$ cat src/logic/rot_loop_pkg.sv
// Shared constants and types for register rotation and counted loop branches.
package rot_loop_pkg;
   localparam int GR_BASE_REG = 32;
   localparam int GR_MAX_ROT = 96;
   localparam int GR_ROT_GRAN = 8;
   localparam int FR_LO = 32;
   localparam int FR_HI = 127;
   localparam int FR_ROT_SIZE = FR_HI - FR_LO + 1;
   localparam int PR_LO = 16;
   localparam int PR_HI = 63;
   localparam int PR_ROT_SIZE = PR_HI - PR_LO + 1;
   localparam int GR_IDX_W = 7;
   localparam int FR_IDX_W = 7;
   localparam int PR_IDX_W = 6;
   localparam int CNT_W = 64;
   localparam logic [6:0] GR_BASE_RST = 7'h00;
   localparam logic [6:0] FR_BASE_RST = 7'h00;
   localparam logic [5:0] PR_BASE_RST = 6'h00;
   localparam logic [6:0] GR_SIZE_RST = 7'h00;
   localparam logic [CNT_W-1:0] LC_RST = 64'h0;
   localparam logic [5:0] EC_RST = 6'h00;
   localparam logic [PR_ROT_SIZE-1:0] PR_RST = 48'h0;
   typedef enum logic [1:0] {
      PH_IDLE = 2'b00,
      PH_KERNEL = 2'b01,
      PH_EPILOG = 2'b11,
      PH_EXIT = 2'b10
   } phase_e;
endpackage : rot_loop_pkg

$ cat src/logic/rot_base_if.sv
// Rotation bases shared between the loop control and the rename unit.
`timescale 1ns/1ps
`default_nettype none
interface rot_base_if;
   logic [6:0] gr_base;
   logic [6:0] gr_size;
   logic [6:0] fr_base;
   logic [5:0] pr_base;
   modport ctrl (output gr_base, output gr_size, output fr_base, output pr_base);
   modport rename (input gr_base, input gr_size, input fr_base, input pr_base);
endinterface : rot_base_if
`default_nettype wire

$ cat src/logic/rot_loop_ctrl.sv
// Counted loop branch control with rotation bases and rotating predicates.
`timescale 1ns/1ps
`default_nettype none
// Operation
// - Physical number is arch number plus base.
// - Bases decrement only on loop branches.
// - Decrement moves X to X+1, wraps.
// - Predicates p16-p63 and floats f32-f127 rotate.
// - GR region zero or multiple of 8, max 96.
// - GR rotating region starts at r32.
// - Three bases all decrement together; the general base stays 0 at size 0, restarts on a same-cycle legal-size allocation.
// - Predicate move ignores predicate base.
// - Branch writes p63, lands in p16.
// - Branch decides, sets predicate, rotates, counts.
// - Kernel continue: rotate, p16=1, count down loop.
// - Epilog continue: rotate, p16=0, decrement epilog.
// - Epilog counter one means drained: exit.
// - Epilog counter zero is accepted.
// - Bottom branch taken on continue.
// - Exit branch taken on stop.
// - Final exit leaves both counters zero and p16 zero.
module rot_loop_ctrl (
   input wire logic ref_clk_i,
   input wire logic rst_n_i,
   input wire logic frame_alloc_i,
   input wire logic [6:0] frame_rot_size_i,
   input wire logic lc_write_i,
   input wire logic [63:0] lc_wdata_i,
   input wire logic ec_write_i,
   input wire logic [5:0] ec_wdata_i,
   input wire logic pred_move_i,
   input wire logic [47:0] pred_move_data_i,
   input wire logic loop_branch_i,
   input wire logic branch_is_exit_i,
   input wire logic [6:0] gr_arch_i,
   input wire logic [6:0] fr_arch_i,
   input wire logic [5:0] pr_arch_i,
   output logic branch_valid_o,
   output logic branch_taken_o,
   output logic alloc_error_o,
   output logic [1:0] loop_phase_o,
   output logic [63:0] loop_counter_o,
   output logic [5:0] epilog_counter_o,
   output logic [47:0] rot_pred_o,
   output logic [6:0] general_rotation_base_o,
   output logic [6:0] float_rotation_base_o,
   output logic [5:0] predicate_rotation_base_o,
   output logic [6:0] gr_phys_o,
   output logic [6:0] fr_phys_o,
   output logic [5:0] pr_phys_o
);
   // ------------------------------------------------------------
   // State
   // ------------------------------------------------------------
   logic [6:0] gr_base_q;
   logic [6:0] gr_size_q;
   logic [6:0] fr_base_q;
   logic [5:0] pr_base_q;
   logic [63:0] loop_counter_reg_q;
   logic [5:0] epilog_counter_reg_q;
   logic [47:0] pred_q;
   rot_loop_pkg::phase_e phase_d;
   rot_loop_pkg::phase_e phase_q;
   logic cont_d;
   logic size_ok;
   logic [47:0] pred_phys;
   logic [47:0] pred_rot;
   rot_base_if bases ();

   // ------------------------------------------------------------
   // Branch decision
   // ------------------------------------------------------------
   always_comb begin
      if (loop_counter_reg_q != 64'h0) begin
         phase_d = rot_loop_pkg::PH_KERNEL;
      end else if (epilog_counter_reg_q > 6'h01) begin
         phase_d = rot_loop_pkg::PH_EPILOG;
      end else begin
         phase_d = rot_loop_pkg::PH_EXIT;
      end
   end

   always_comb begin
      case (phase_d)
         rot_loop_pkg::PH_KERNEL: cont_d = 1'b1;
         rot_loop_pkg::PH_EPILOG: cont_d = 1'b1;
         default: cont_d = 1'b0;
      endcase
   end

   assign size_ok = (frame_rot_size_i[2:0] == 3'h0)
      && (frame_rot_size_i <= 7'(rot_loop_pkg::GR_MAX_ROT));

   // ------------------------------------------------------------
   // Rotation bases
   // ------------------------------------------------------------
   always_ff @(posedge ref_clk_i or negedge rst_n_i) begin
      if (!rst_n_i) begin
         gr_size_q <= rot_loop_pkg::GR_SIZE_RST;
         alloc_error_o <= 1'b0;
      end else if (frame_alloc_i) begin
         alloc_error_o <= !size_ok;
         if (size_ok) begin
            gr_size_q <= frame_rot_size_i;
         end
      end
   end

   // Each base wraps within its own rotating region size so the rename add stays in range.
   always_ff @(posedge ref_clk_i or negedge rst_n_i) begin
      if (!rst_n_i) begin
         gr_base_q <= rot_loop_pkg::GR_BASE_RST;
         fr_base_q <= rot_loop_pkg::FR_BASE_RST;
         pr_base_q <= rot_loop_pkg::PR_BASE_RST;
      end else begin
         // An allocation of a legal size restarts only the general base; the fixed files keep rotating.
         if (frame_alloc_i && size_ok) begin
            gr_base_q <= rot_loop_pkg::GR_BASE_RST;
         end else if (loop_branch_i) begin
            if (gr_size_q == 7'h00) begin
               gr_base_q <= 7'h00;
            end else if (gr_base_q == 7'h00) begin
               gr_base_q <= gr_size_q - 7'h01;
            end else begin
               gr_base_q <= gr_base_q - 7'h01;
            end
         end
         if (loop_branch_i) begin
            fr_base_q <= (fr_base_q == 7'h00) ? 7'(rot_loop_pkg::FR_ROT_SIZE - 1)
               : fr_base_q - 7'h01;
            pr_base_q <= (pr_base_q == 6'h00) ? 6'(rot_loop_pkg::PR_ROT_SIZE - 1)
               : pr_base_q - 6'h01;
         end
      end
   end

   // ------------------------------------------------------------
   // Counters
   // ------------------------------------------------------------
   always_ff @(posedge ref_clk_i or negedge rst_n_i) begin
      if (!rst_n_i) begin
         loop_counter_reg_q <= rot_loop_pkg::LC_RST;
      end else if (loop_branch_i) begin
         if (phase_d == rot_loop_pkg::PH_KERNEL) begin
            loop_counter_reg_q <= loop_counter_reg_q - 64'h1;
         end
      end else if (lc_write_i) begin
         loop_counter_reg_q <= lc_wdata_i;
      end
   end

   always_ff @(posedge ref_clk_i or negedge rst_n_i) begin
      if (!rst_n_i) begin
         epilog_counter_reg_q <= rot_loop_pkg::EC_RST;
      end else if (loop_branch_i) begin
         if (phase_d != rot_loop_pkg::PH_KERNEL && epilog_counter_reg_q != 6'h00) begin
            epilog_counter_reg_q <= epilog_counter_reg_q - 6'h01;
         end
      end else if (ec_write_i) begin
         epilog_counter_reg_q <= ec_wdata_i;
      end
   end

   // ------------------------------------------------------------
   // Rotating predicates
   // ------------------------------------------------------------
   // Predicates are stored by physical slot; architectural view is rotated by base.
   // Shifting the stored vector would also work but would cost a 48-way mux per slot.
   genvar gi;
   generate
      for (gi = 0; gi < rot_loop_pkg::PR_ROT_SIZE; gi++) begin : g_pred
         localparam logic [6:0] SLOT = 7'(gi);
         logic [6:0] idx;
         always_comb begin
            idx = SLOT + 7'(pr_base_q);
            if (idx >= 7'(rot_loop_pkg::PR_ROT_SIZE)) begin
               idx = idx - 7'(rot_loop_pkg::PR_ROT_SIZE);
            end
         end
         assign pred_rot[gi] = pred_q[idx[5:0]];
      end
   endgenerate

   always_comb begin
      pred_phys = pred_q;
      // The top architectural slot p63 maps to physical slot (base-1) mod size.
      pred_phys[(pr_base_q == 6'h00) ? 6'(rot_loop_pkg::PR_ROT_SIZE - 1)
         : pr_base_q - 6'h01] = (phase_d == rot_loop_pkg::PH_KERNEL);
   end

   always_ff @(posedge ref_clk_i or negedge rst_n_i) begin
      if (!rst_n_i) begin
         pred_q <= rot_loop_pkg::PR_RST;
      end else if (pred_move_i) begin
         pred_q <= pred_move_data_i;
      end else if (loop_branch_i) begin
         pred_q <= pred_phys;
      end
   end

   // ------------------------------------------------------------
   // Branch outcome and status outputs
   // ------------------------------------------------------------
   always_ff @(posedge ref_clk_i or negedge rst_n_i) begin
      if (!rst_n_i) begin
         branch_valid_o <= 1'b0;
         branch_taken_o <= 1'b0;
         phase_q <= rot_loop_pkg::PH_IDLE;
      end else begin
         branch_valid_o <= loop_branch_i;
         branch_taken_o <= loop_branch_i && (branch_is_exit_i ? !cont_d : cont_d);
         if (loop_branch_i) begin
            phase_q <= phase_d;
         end
      end
   end

   always_ff @(posedge ref_clk_i or negedge rst_n_i) begin
      if (!rst_n_i) begin
         loop_phase_o <= 2'b00;
         loop_counter_o <= 64'h0;
         epilog_counter_o <= 6'h00;
         rot_pred_o <= 48'h0;
         general_rotation_base_o <= 7'h00;
         float_rotation_base_o <= 7'h00;
         predicate_rotation_base_o <= 6'h00;
      end else begin
         loop_phase_o <= phase_q;
         loop_counter_o <= loop_counter_reg_q;
         epilog_counter_o <= epilog_counter_reg_q;
         rot_pred_o <= pred_rot;
         general_rotation_base_o <= gr_base_q;
         float_rotation_base_o <= fr_base_q;
         predicate_rotation_base_o <= pr_base_q;
      end
   end

   assign bases.gr_base = gr_base_q;
   assign bases.gr_size = gr_size_q;
   assign bases.fr_base = fr_base_q;
   assign bases.pr_base = pr_base_q;

   rot_rename u_rename (
      .ref_clk_i(ref_clk_i),
      .rst_n_i(rst_n_i),
      .bases(bases),
      .gr_arch_i(gr_arch_i),
      .fr_arch_i(fr_arch_i),
      .pr_arch_i(pr_arch_i),
      .gr_phys_q(gr_phys_o),
      .fr_phys_q(fr_phys_o),
      .pr_phys_q(pr_phys_o)
   );

   // ------------------------------------------------------------
   // Checks
   // ------------------------------------------------------------
   chk_bases_hold: assert property (@(posedge ref_clk_i) disable iff (!rst_n_i)
      !loop_branch_i && !frame_alloc_i |=> $stable(fr_base_q) && $stable(pr_base_q)
      && $stable(gr_base_q))
      else $error("rotation base moved without a loop branch");
   chk_bases_together: assert property (@(posedge ref_clk_i) disable iff (!rst_n_i)
      loop_branch_i |=> !$stable(fr_base_q) && !$stable(pr_base_q))
      else $error("bases did not decrement together");
   chk_kernel_count: assert property (@(posedge ref_clk_i) disable iff (!rst_n_i)
      loop_branch_i && !pred_move_i && loop_counter_reg_q != 64'h0 |=>
      loop_counter_reg_q == $past(loop_counter_reg_q) - 64'h1
      && epilog_counter_reg_q == $past(epilog_counter_reg_q) && pred_rot[0])
      else $error("kernel branch update wrong");
   chk_epilog_count: assert property (@(posedge ref_clk_i) disable iff (!rst_n_i)
      loop_branch_i && !pred_move_i && loop_counter_reg_q == 64'h0
      && epilog_counter_reg_q > 6'h01 |=>
      epilog_counter_reg_q == $past(epilog_counter_reg_q) - 6'h01 && !pred_rot[0])
      else $error("epilog branch update wrong");
   chk_drain_exit: assert property (@(posedge ref_clk_i) disable iff (!rst_n_i)
      loop_branch_i && !branch_is_exit_i && loop_counter_reg_q == 64'h0
      && epilog_counter_reg_q <= 6'h01 |=> branch_valid_o && !branch_taken_o
      && epilog_counter_reg_q == 6'h00)
      else $error("drained loop did not exit");
   chk_exit_sense: assert property (@(posedge ref_clk_i) disable iff (!rst_n_i)
      loop_branch_i && branch_is_exit_i && loop_counter_reg_q != 64'h0 |=> !branch_taken_o)
      else $error("exit branch taken while continuing");
   chk_top_sense: assert property (@(posedge ref_clk_i) disable iff (!rst_n_i)
      loop_branch_i && !branch_is_exit_i && loop_counter_reg_q != 64'h0 |=> branch_taken_o)
      else $error("bottom branch not taken while continuing");
   chk_pred_shift: assert property (@(posedge ref_clk_i) disable iff (!rst_n_i)
      loop_branch_i && !pred_move_i |=> pred_rot[47:1] == $past(pred_rot[46:0]))
      else $error("predicates did not shift up by one");
   chk_pred_move: assert property (@(posedge ref_clk_i) disable iff (!rst_n_i)
      pred_move_i |=> pred_q == $past(pred_move_data_i))
      else $error("predicate move applied an offset");
   chk_alloc_size: assert property (@(posedge ref_clk_i) disable iff (!rst_n_i)
      frame_alloc_i && !size_ok |=> gr_size_q == $past(gr_size_q) && alloc_error_o)
      else $error("illegal rotating size accepted");

   cov_kernel: cover property (@(posedge ref_clk_i) disable iff (!rst_n_i)
      loop_branch_i && phase_d == rot_loop_pkg::PH_KERNEL);
   cov_epilog: cover property (@(posedge ref_clk_i) disable iff (!rst_n_i)
      loop_branch_i && phase_d == rot_loop_pkg::PH_EPILOG);
   cov_exit_zero: cover property (@(posedge ref_clk_i) disable iff (!rst_n_i)
      loop_branch_i && epilog_counter_reg_q == 6'h00);
endmodule : rot_loop_ctrl
`default_nettype wire

$ cat src/logic/rot_rename.sv
// Architectural-to-physical mapping for the three rotating register files.
`timescale 1ns/1ps
`default_nettype none
module rot_rename (
   input wire logic ref_clk_i,
   input wire logic rst_n_i,
   rot_base_if.rename bases,
   input wire logic [6:0] gr_arch_i,
   input wire logic [6:0] fr_arch_i,
   input wire logic [5:0] pr_arch_i,
   output logic [6:0] gr_phys_q,
   output logic [6:0] fr_phys_q,
   output logic [5:0] pr_phys_q
);
   logic [7:0] gr_sum;
   logic [7:0] gr_off;
   logic [7:0] fr_sum;
   logic [6:0] pr_sum;
   logic [6:0] gr_d;
   logic [6:0] fr_d;
   logic [5:0] pr_d;

   // Bases count down, so modular add makes X appear at X+1 after a decrement.
   always_comb begin
      gr_d = gr_arch_i;
      gr_off = 8'(gr_arch_i) - 8'(rot_loop_pkg::GR_BASE_REG);
      gr_sum = gr_off + 8'(bases.gr_base);
      if (gr_arch_i >= 7'(rot_loop_pkg::GR_BASE_REG) && gr_off < 8'(bases.gr_size)) begin
         if (gr_sum >= 8'(bases.gr_size)) begin
            gr_sum = gr_sum - 8'(bases.gr_size);
         end
         gr_d = 7'(gr_sum + 8'(rot_loop_pkg::GR_BASE_REG));
      end
      fr_d = fr_arch_i;
      fr_sum = 8'(fr_arch_i) - 8'(rot_loop_pkg::FR_LO) + 8'(bases.fr_base);
      if (fr_arch_i >= 7'(rot_loop_pkg::FR_LO)) begin
         if (fr_sum >= 8'(rot_loop_pkg::FR_ROT_SIZE)) begin
            fr_sum = fr_sum - 8'(rot_loop_pkg::FR_ROT_SIZE);
         end
         fr_d = 7'(fr_sum + 8'(rot_loop_pkg::FR_LO));
      end
      pr_d = pr_arch_i;
      pr_sum = 7'(pr_arch_i) - 7'(rot_loop_pkg::PR_LO) + 7'(bases.pr_base);
      if (pr_arch_i >= 6'(rot_loop_pkg::PR_LO)) begin
         if (pr_sum >= 7'(rot_loop_pkg::PR_ROT_SIZE)) begin
            pr_sum = pr_sum - 7'(rot_loop_pkg::PR_ROT_SIZE);
         end
         pr_d = 6'(pr_sum + 7'(rot_loop_pkg::PR_LO));
      end
   end

   always_ff @(posedge ref_clk_i or negedge rst_n_i) begin
      if (!rst_n_i) begin
         gr_phys_q <= 7'h00;
         fr_phys_q <= 7'h00;
         pr_phys_q <= 6'h00;
      end else begin
         gr_phys_q <= gr_d;
         fr_phys_q <= fr_d;
         pr_phys_q <= pr_d;
      end
   end
endmodule : rot_rename
`default_nettype wire

$ cat config.mk
export PLATFORM = sky130hd
export DESIGN_NAME = rot_loop_ctrl
export DESIGN_NICKNAME = d
export VERILOG_FILES = /design/src/logic/rot_loop_pkg.sv /design/src/logic/rot_base_if.sv /design/src/logic/rot_loop_ctrl.sv /design/src/logic/rot_rename.sv
export SDC_FILE = /design/constraint.sdc
export NUM_CORES = 1
export LEC_CHECK = 0
export BUFFER_PORTS_ARGS = -buffer_cell sky130_fd_sc_hd__buf_2
export CORE_MARGIN = 3
export CORE_UTILIZATION = 53
export DETAILED_ROUTE_END_ITERATION = 10
export GPL_TIMING_DRIVEN = 0
export PLACE_DENSITY = 0.78
export SLEW_MARGIN = 25
export SYNTH_ARGS = -nofsm -noshare
export SYNTH_HDL_FRONTEND = slang
export SYNTH_HIERARCHICAL = 1
export SYNTH_SLANG_ARGS = --single-unit
$ cat constraint.sdc
create_clock -name ref_clk_i -period 3.9 [get_ports ref_clk_i]
set_input_delay 0.585 -clock ref_clk_i [delete_from_list [all_inputs] [get_ports ref_clk_i]]
set_output_delay 0.585 -clock ref_clk_i [all_outputs]
set_load 0.1 [all_outputs]
==> results of run 1 <==
## routing by layer
| layer | GRT usage | vias up |
|---|---|---|
| met5 | 0 | - |
| met4 | 0.1458 | 8 |
| met3 | 0.07486 | 217 |
| met2 | 0.5083 | 1348 |
| met1 | 0.4503 | 10377 |
| li1 | - | 9594 |
## registers in the layout (all words and copies together), names as in the netlist, 6 cells and up
signal                     cells
bases.fr_base                  7
bases.gr_base                  7
bases.gr_size                  7
bases.pr_base                  6
epilog_counter_o               6
epilog_counter_reg_q           6
float_rotation_base_o          7
general_rotation_base_o        7
loop_counter_o                64
loop_counter_reg_q            64
pred_q                        48
predicate_rotation_base_o      6
rot_pred_o                    48
u_rename/fr_phys_q             7
u_rename/gr_phys_q             7
u_rename/pr_phys_q             6
## layout by cell type, fill, tap and decap left out, drive strengths merged, types with 31 or more instances in the layout
cell type / instances
buf: 377
ha: 109
o21ai: 187
mux2i: 109
inv: 90
nor2: 175
xnor2: 76
nand2: 284
nor3: 76
a211oi: 31
nand3: 61
clkbuf: 128
mux4: 71
dfrtp: 310
a21oi: 160
mux2: 60
## worst min path at each step
| stage | from | end | slack [ns] |
|---|---|---|---|
| 2_1_floorplan | rst_n_i | alloc_error_o | 0.29 |
| 3_3_place_gp | phase_q[0] | loop_phase_o[0] | 0.36 |
| 3_5_place_dp | phase_q[0] | loop_phase_o[0] | 0.36 |
| 4_1_cts | loop_branch_i | branch_valid_o | 0.20 |
| 5_1_grt | loop_branch_i | branch_valid_o | 0.22 |
| 6_report | loop_branch_i | branch_valid_o | 0.23 |
## kinds of logic (layout without fill, tap and decap cells)
group / after synthesis / count (layout) / share of synthesized area
DFF: 310 / 310 / 0.3511
muxes: 240 / 240 / 0.1525
xor gates and xnor gates: 94 / 94 / 0.03726
adders and majority gates: 113 / 113 / 0.06535
other: 0 / 1 / 0
AOI/OAI and AO/OA: 622 / 622 / 0.1788
buffers and inverters: 213 / 609 / 0.03839
and+or+nand+nor: 803 / 803 / 0.1766
## through the flow
| stage | setup WS (ns) | cell area [um^2] |
|---|---|---|
| finish | 0.02053 | 26270 |
| global placement | -3.504 | 24360 |
| CTS | 0.003779 | 26000 |
| detailed placement | -1.596 | 24490 |
| global route | -0.06822 | 26270 |
| floorplan | 0.02148 | 22130 |
## worst max-delay path: stages, from the launching register on
cell,delay [ns]
sky130_fd_sc_hd__dfrtp_2,0.53
sky130_fd_sc_hd__clkbuf_4,0.26
sky130_fd_sc_hd__inv_1,0.12
sky130_fd_sc_hd__clkbuf_4,0.29
sky130_fd_sc_hd__ha_2,0.34
sky130_fd_sc_hd__nor2b_2,0.47
sky130_fd_sc_hd__xnor2_2,0.28
sky130_fd_sc_hd__clkbuf_1,0.43
sky130_fd_sc_hd__o21ai_1,0.32
sky130_fd_sc_hd__o31ai_1,0.32
sky130_fd_sc_hd__a21oi_1,0.06
sky130_fd_sc_hd__o32ai_1,0.27
## layout make-up
class / instances / area share
inverter: 96 / 0.01429
clock buffer: 54 / 0.04111
multi-input combinational: 1872 / 0.5263
antenna: 1 / 0.00009527
sequential: 310 / 0.2955
clock inverter: 7 / 0.003954
tap: 532 / 0.02534
buffer: 115 / 0.02286
timing repair buffer: 337 / 0.07050
## repair_timing
| action | 4_1_cts | 5_1_grt |
|---|---|---|
| setup endpoints to repair | 90 | 90 |
| gates cloned | 0 | 0 |
| hold buffers | 1 | 0 |
| setup buffers | 9 | 10 |
| endpoints found under the hold margin | 22 | 0 |
| gates resized for setup | 64 | 51 |
| pin swaps | 5 | 5 |
==> results.txt, run 1 <==
----------------------------------------------------
[Synthesis]
  Count of warnings emitted by yosys ... 6
  Async S/R FF share, synth ... 1.000
  Mapped Area ... 22090 um^2
  Number of storage elements in the synthesis netlist ... 310
  Leading cell type by number of instances after synthesis ... sky130_fd_sc_hd__dfrtp_1
  Most used flip-flop cell after synthesis ... sky130_fd_sc_hd__dfrtp_1
  Synthesized instance count ... 2395
  Commonest cells in the netlist ... sky130_fd_sc_hd__dfrtp_1 (310), sky130_fd_sc_hd__nand2_1 (283), sky130_fd_sc_hd__nor2_1 (173)
  Area share of the leading cell type in the synthesized netlist ... 0.3511
  Number of flops mapped to enable cells by yosys ... 0
  Unique masters post-synth ... 100
  Biggest area consumer among synthesized cells ... sky130_fd_sc_hd__dfrtp_1
  Post-synth net total ... 2661
  Mean post-synth cell area ... 9.225 um^2
  Dominant cells by area after synthesis ... sky130_fd_sc_hd__dfrtp_1 (35%), sky130_fd_sc_hd__mux4_2 (7.2%), sky130_fd_sc_hd__ha_1 (6.2%)
  Proportion of synthesized chip area in sequential cells ... 0.3511

[Die]
  Initial cell density of the core ... 0.5387
  Die Footprint ... 44170 um^2
  Die outline height ... 210.2 um
  Site row count ... 74
  Core region area ... 41020 um^2
  Number of placed I/O pins ... 316
  Die extent in x ... 210.2 um

[STA]
  Transition time at the pin with the least slew margin ... 0.9996 ns
  Setup-failing EPs final ... 0
  Time the final worst path needs with I/O delays and setup ... 3.879 ns
  Number of max-slew violations in the final report ... 0
  Final Hold Fails ... 0
  Max-Slew Margin vs Limit ... 0.3305
  Worst hold margin ... 0.2264 ns
  Total Negative Setup Slacks ... 0 ns
  Setup repair after global routing missed its margin ... true
  Maximum achievable frequency ... 257.8 MHz
  Ratio of final minimum period to clock period ... 0.9947
  Worst clock skew ... 0.03256 ns

[Global route]
  Number of global-route vias before repair ... 20711
  Largest net degree at the start of global routing ... 96
  Overall overflow remaining after global route ... 0
  Gr usage total ... 0.3299
  Initial antenna violation count ... 6
  First-pass GRT wire length ... 115500 um

[Route]
  Drt wl/cell ... 22.50 um
  Sum of met3 wire segment lengths after detailed routing ... 8469 um
  Detailed-route DRC error count ... 0
  Remaining number of nets flagged by the antenna check after routing ... 0
  Total vias in the final route ... 21544
  Highest metal layer used by the detailed router ... met5
  Final routed wirelength across all metal layers ... 74800 um
  DRT Pass-1 Iters ... 6
  Number of vias per cell ... 6.481
  Detailed-route wire length on metal 1 ... 29470 um
  Met2 WL ... 33480 um
  First-iteration detailed-routing DRC count ... 2534

[Cells and area]
  Synthesis-to-finish area growth ... 18.89%
  End-of-flow core utilization ... 0.6404
  Final net count ... 3034
  Storage cell area ... 7762 um^2
  Filler cell count ... 3343
  Count of placed standard cells in the final layout, fillers left out ... 3324
  Ratio of cells with drive above 1 in the final layout ... 0.2375
  Combined area of the multi-input logic cells ... 13830 um^2

[Worst hold path]
  Cell depth of the worst min-delay path ... 1
  Worst Hold Class ... in2reg

[CTS]
  TritonCTS clock tree ... yes
  Total clock buffers created by CTS ... 36
  Num Clock Sinks ... 310
  Clock-pin slew on the worst setup and hold paths ... 0.06 ns
  Clock Root Buffer ... sky130_fd_sc_hd__clkbuf_16
  Total number of H-tree levels ... 2
  Maximum count of clock buffers along a single path ... 3
  Source-to-sink clock delay at the later pin of the worst-skew pair ... 0.58 ns

[Worst setup path]
  Setup crit end kind ... flip-flop
  Maximum fanout along the worst path ... 13
  Internal reg-to-reg setup slack ... 0.02 ns
  Worst r2r path cells ... 11
  Worst setup path end ... rot_pred_o[23]
  Startpoint class of the critical path ... flip-flop
  Critical path arrival ... 4.26 ns
  Crit. Startpoint ... bases.pr_base[1]
  Critical Path RT ... 4.28 ns
  R2R Path Start ... bases.pr_base[1]
  Reg-to-reg critical path endpoint ... rot_pred_o[23]
  Category of the most critical setup path ... reg2reg

[Place]
  Total of buffers placed on input and output ports ... 313
  Total instance count after detailed placement ... 3244
  Placed wire-length estimate after detailed placement ... 55950 um
  Weighted congestion reported at the end of routability-driven placement ... 1.007

[Job]
  Maximum capacitance violations ... 0

[Outcome]
  Outcome ... completed

----------------------------------------------------
Power of run 1 is left out: the tool's default activity adds up to more than one toggle a clock period on the data nets, which glitch-free logic cannot reach.
==> inputs of run 2 (changes only) <==
--- a/config.mk
+++ b/config.mk
@@ -5,9 +5,11 @@
 export SDC_FILE = /design/constraint.sdc
 export NUM_CORES = 1
 export LEC_CHECK = 0
+export ABC_AREA = 1
 export BUFFER_PORTS_ARGS = -buffer_cell sky130_fd_sc_hd__buf_2
 export CORE_MARGIN = 3
-export CORE_UTILIZATION = 53
+export CORE_UTILIZATION = 54
+export CTS_CLUSTER_SIZE = 25
 export DETAILED_ROUTE_END_ITERATION = 10
 export GPL_TIMING_DRIVEN = 0
 export PLACE_DENSITY = 0.78
==> run 2 against run 1 <==
First-iteration DRC count is 6.9% higher. Sequential share of layout area down 1.2 points. Critical path depth grew 2. Critical path type unchanged.
==> results.txt, run 2 <==
----------------------------------------------------
[Outcome]
  Outcome ... completed

[Global route]
  Initial antenna violation count ... 4
  Gr usage total ... 0.3647
  First-pass GRT wire length ... 133500 um
  Largest net degree at the start of global routing ... 93
  Number of global-route vias before repair ... 24356
  Overall overflow remaining after global route ... 0

[Worst setup path]
  Critical Path RT ... 4.32 ns
  Delay contributed by the slowest stage of the critical path ... 0.73 ns
  Master of the slowest instance on the critical path ... sky130_fd_sc_hd__dfrtp_1
  Stages on the worst setup path ... 13
  Startpoint class of the critical path ... flip-flop
  R2R Path Start ... bases.pr_base[2]
  Category of the most critical setup path ... reg2reg
  Worst r2r path cells ... 13
  Internal reg-to-reg setup slack ... 0.14 ns
  Worst Path Buf+Inv ... 5
  Cells along the critical path ... inv_1 -> buf_2 -> clkbuf_2 -> ha_1 -> buf_2 -> nand3_2 -> nand2_1 -> inv_1 -> nand2_1 -> nor2_1 -> nand4_1 -> a22oi_1 -> o21ai_0
  Setup crit end kind ... flip-flop
  CP delay by family, top ... simple AND/OR/NAND/NOR gates
  Maximum fanout along the worst path ... 13
  Critical path arrival ... 4.18 ns
  Reg-to-reg critical path endpoint ... pred_q[40]

[STA]
  Setup-failing EPs final ... 0
  Final Hold Fails ... 0
  Max-Slew Margin vs Limit ... 0.3680
  Number of max-slew violations in the final report ... 0
  Setup repair after global routing missed its margin ... false
  Time the final worst path needs with I/O delays and setup ... 3.756 ns
  Ratio of final minimum period to clock period ... 0.9631
  Worst clock skew ... 0.02793 ns
  Maximum achievable frequency ... 266.2 MHz
  Transition time at the pin with the least slew margin ... 0.9381 ns

[Synthesis]
  Number of storage elements in the synthesis netlist ... 310
  Mean post-synth cell area ... 6.549 um^2
  Mapped Area ... 23680 um^2
  Biggest area consumer among synthesized cells ... sky130_fd_sc_hd__dfrtp_1
  Count of warnings emitted by yosys ... 6
  Area share of the leading cell type in the synthesized netlist ... 0.3277
  Post-synth net total ... 3881
  Most used flip-flop cell after synthesis ... sky130_fd_sc_hd__dfrtp_1
  Number of flops mapped to enable cells by yosys ... 0
  Proportion of synthesized chip area in sequential cells ... 0.3277
  Unique masters post-synth ... 47
  Commonest cells in the netlist ... sky130_fd_sc_hd__nand2_1 (1195), sky130_fd_sc_hd__nand3_1 (643), sky130_fd_sc_hd__inv_1 (338)
  Async S/R FF share, synth ... 1.000
  Synthesized instance count ... 3615
  Dominant cells by area after synthesis ... sky130_fd_sc_hd__dfrtp_1 (33%), sky130_fd_sc_hd__nand2_1 (19%), sky130_fd_sc_hd__nand3_1 (14%)
  Leading cell type by number of instances after synthesis ... sky130_fd_sc_hd__nand2_1

[CTS]
  Source-to-sink clock delay at the later pin of the worst-skew pair ... 0.57 ns
  Total number of H-tree levels ... 2
  Num Clock Sinks ... 310
  Setup Fix Bufs, Post-CTS ... 0
  Clock Root Buffer ... sky130_fd_sc_hd__clkbuf_16
  TritonCTS clock tree ... yes
  Clock-pin slew on the worst setup and hold paths ... 0.06 ns
  Maximum count of clock buffers along a single path ... 3
  Total clock buffers created by CTS ... 36

[Place]
  Placed wire-length estimate after detailed placement ... 67420 um
  Total of buffers placed on input and output ports ... 315
  Weighted congestion reported at the end of routability-driven placement ... 1.025
  Total instance count after detailed placement ... 4518

[Route]
  Total vias in the final route ... 26066
  Number of vias per cell ... 5.684
  Drt wl/cell ... 18.81 um
  Detailed-route wire length on metal 1 ... 33580 um
  Detailed-route DRC error count ... 0
  First-iteration detailed-routing DRC count ... 2710
  Met2 WL ... 38360 um
  Highest metal layer used by the detailed router ... met5
  Sum of met3 wire segment lengths after detailed routing ... 7958 um
  DRT Pass-1 Iters ... 8
  Final routed wirelength across all metal layers ... 86240 um
  Remaining number of nets flagged by the antenna check after routing ... 0

[Die]
  Die outline height ... 215.4 um
  Initial cell density of the core ... 0.5484
  Site row count ... 76
  Number of placed I/O pins ... 316
  Die extent in x ... 215.4 um
  Die Footprint ... 46390 um^2
  Core region area ... 43170 um^2

[Worst hold path]
  Cell depth of the worst min-delay path ... 1
  Hold Crit Endpoint ... branch_valid_o
  Min-delay src ... loop_branch_i
  Worst Hold Class ... in2reg

[Cells and area]
  Registers with the highest flip-flop counts ... loop_counter_o x64, loop_counter_reg_q x64
  Most frequent cells in the layout ... sky130_fd_sc_hd__nand2_1 (1195), sky130_fd_sc_hd__nand3_1 (643), sky130_fd_sc_hd__buf_2 (368), sky130_fd_sc_hd__inv_1 (338), sky130_fd_sc_hd__dfrtp_1 (308)
  Synthesis-to-finish area growth ... 15.69%
  Ratio of cells with drive above 1 in the final layout ... 0.1400
  Final net count ... 4238
  Count of placed standard cells in the final layout, fillers left out ... 4586
  Filler cell count ... 4094
  Most common library cell in the layout ignoring fill and taps ... sky130_fd_sc_hd__nand2_1

[Job]
  Maximum capacitance violations ... 0

----------------------------------------------------
[run 2: cell types whose count changed in the layout (fill, tap and decap cells not counted), moves of 63 or more]
cell                      previous run  this run
sky130_fd_sc_hd__nand2_1           282      1195
sky130_fd_sc_hd__nand3_1            59       643
sky130_fd_sc_hd__inv_1              86       338
sky130_fd_sc_hd__mux2i_1           108         0
sky130_fd_sc_hd__nor2_1            173       277
sky130_fd_sc_hd__a21oi_1           156        56
sky130_fd_sc_hd__mux4_2             71         0
sky130_fd_sc_hd__nor3_1             70         5
sky130_fd_sc_hd__nand4_1            24        87
[run 2: cells by family after synthesis]
group,Yosys count,share of synthesized area
xor gates and xnor gates,39,0.01474
AOI/OAI and AO/OA,334,0.08001
and+or+nand+nor,2342,0.4342
adders and majority gates,113,0.06099
buffers and inverters,477,0.08239
DFF,310,0.3277
[run 2: layout make-up]
type	instances	area, um^2	area share
Inverter	353	1328	0.04847
Antenna cell	1	2.502	0.00009137
Tap cell	585	732.0	0.02672
Sequential cell	310	7760	0.2833
Timing Repair Buffer	319	1679	0.06131
Clock inverter	17	244.0	0.008908
Multi-Input combinational cell	2828	13970	0.5100
Clock buffer	49	1050	0.03833
Buffer	124	624.3	0.02280
[run 2: how the worst max path moves through the flow]
stage / end / startpoint / slack, ns
finish: pred_q[40] / bases.pr_base[2] / 0.14
global route: pred_q[29] / bases.pr_base[2] / 0.03
CTS: pred_q[10] / bases.pr_base[1] / 0.15
detailed placement: pred_q[10] / bases.pr_base[1] / 0.19
global placement: loop_counter_o[11] / rst_n_i / -3.65
floorplan: u_rename/gr_phys_q[6] / gr_arch_i[0] / 1.08
[run 2: metrics by stage]
stage               cell area [um^2]  TNS (ns)  hold WS, ns  worst slack (ns)    util
global placement               25980  -1114.57       0.3620            -3.654  0.6019
floorplan                      23680         0       0.2894             1.081       -
detailed placement             26080         0       0.3709            0.1939  0.6040
CTS                            27380         0       0.1253            0.1519  0.6342
global route                   27390         0       0.1549           0.03368  0.6344
finish                         27390         0       0.1539            0.1440  0.6344
[run 2: repair_timing]
action | CTS | global route
endpoints found under the setup margin | 0 | 36
hold buffers | 1 | 0
resized for setup | 0 | 4
endpoints found under the hold margin | 45 | 0
[run 2: metal layers]
metal	vias to the layer above	GRT usage
met5	-	0
met4	8	0.2212
met3	317	0.06787
met2	1358	0.5841
met1	11795	0.4606
li1	12588	-
Power of run 2 is left out for the same reason.
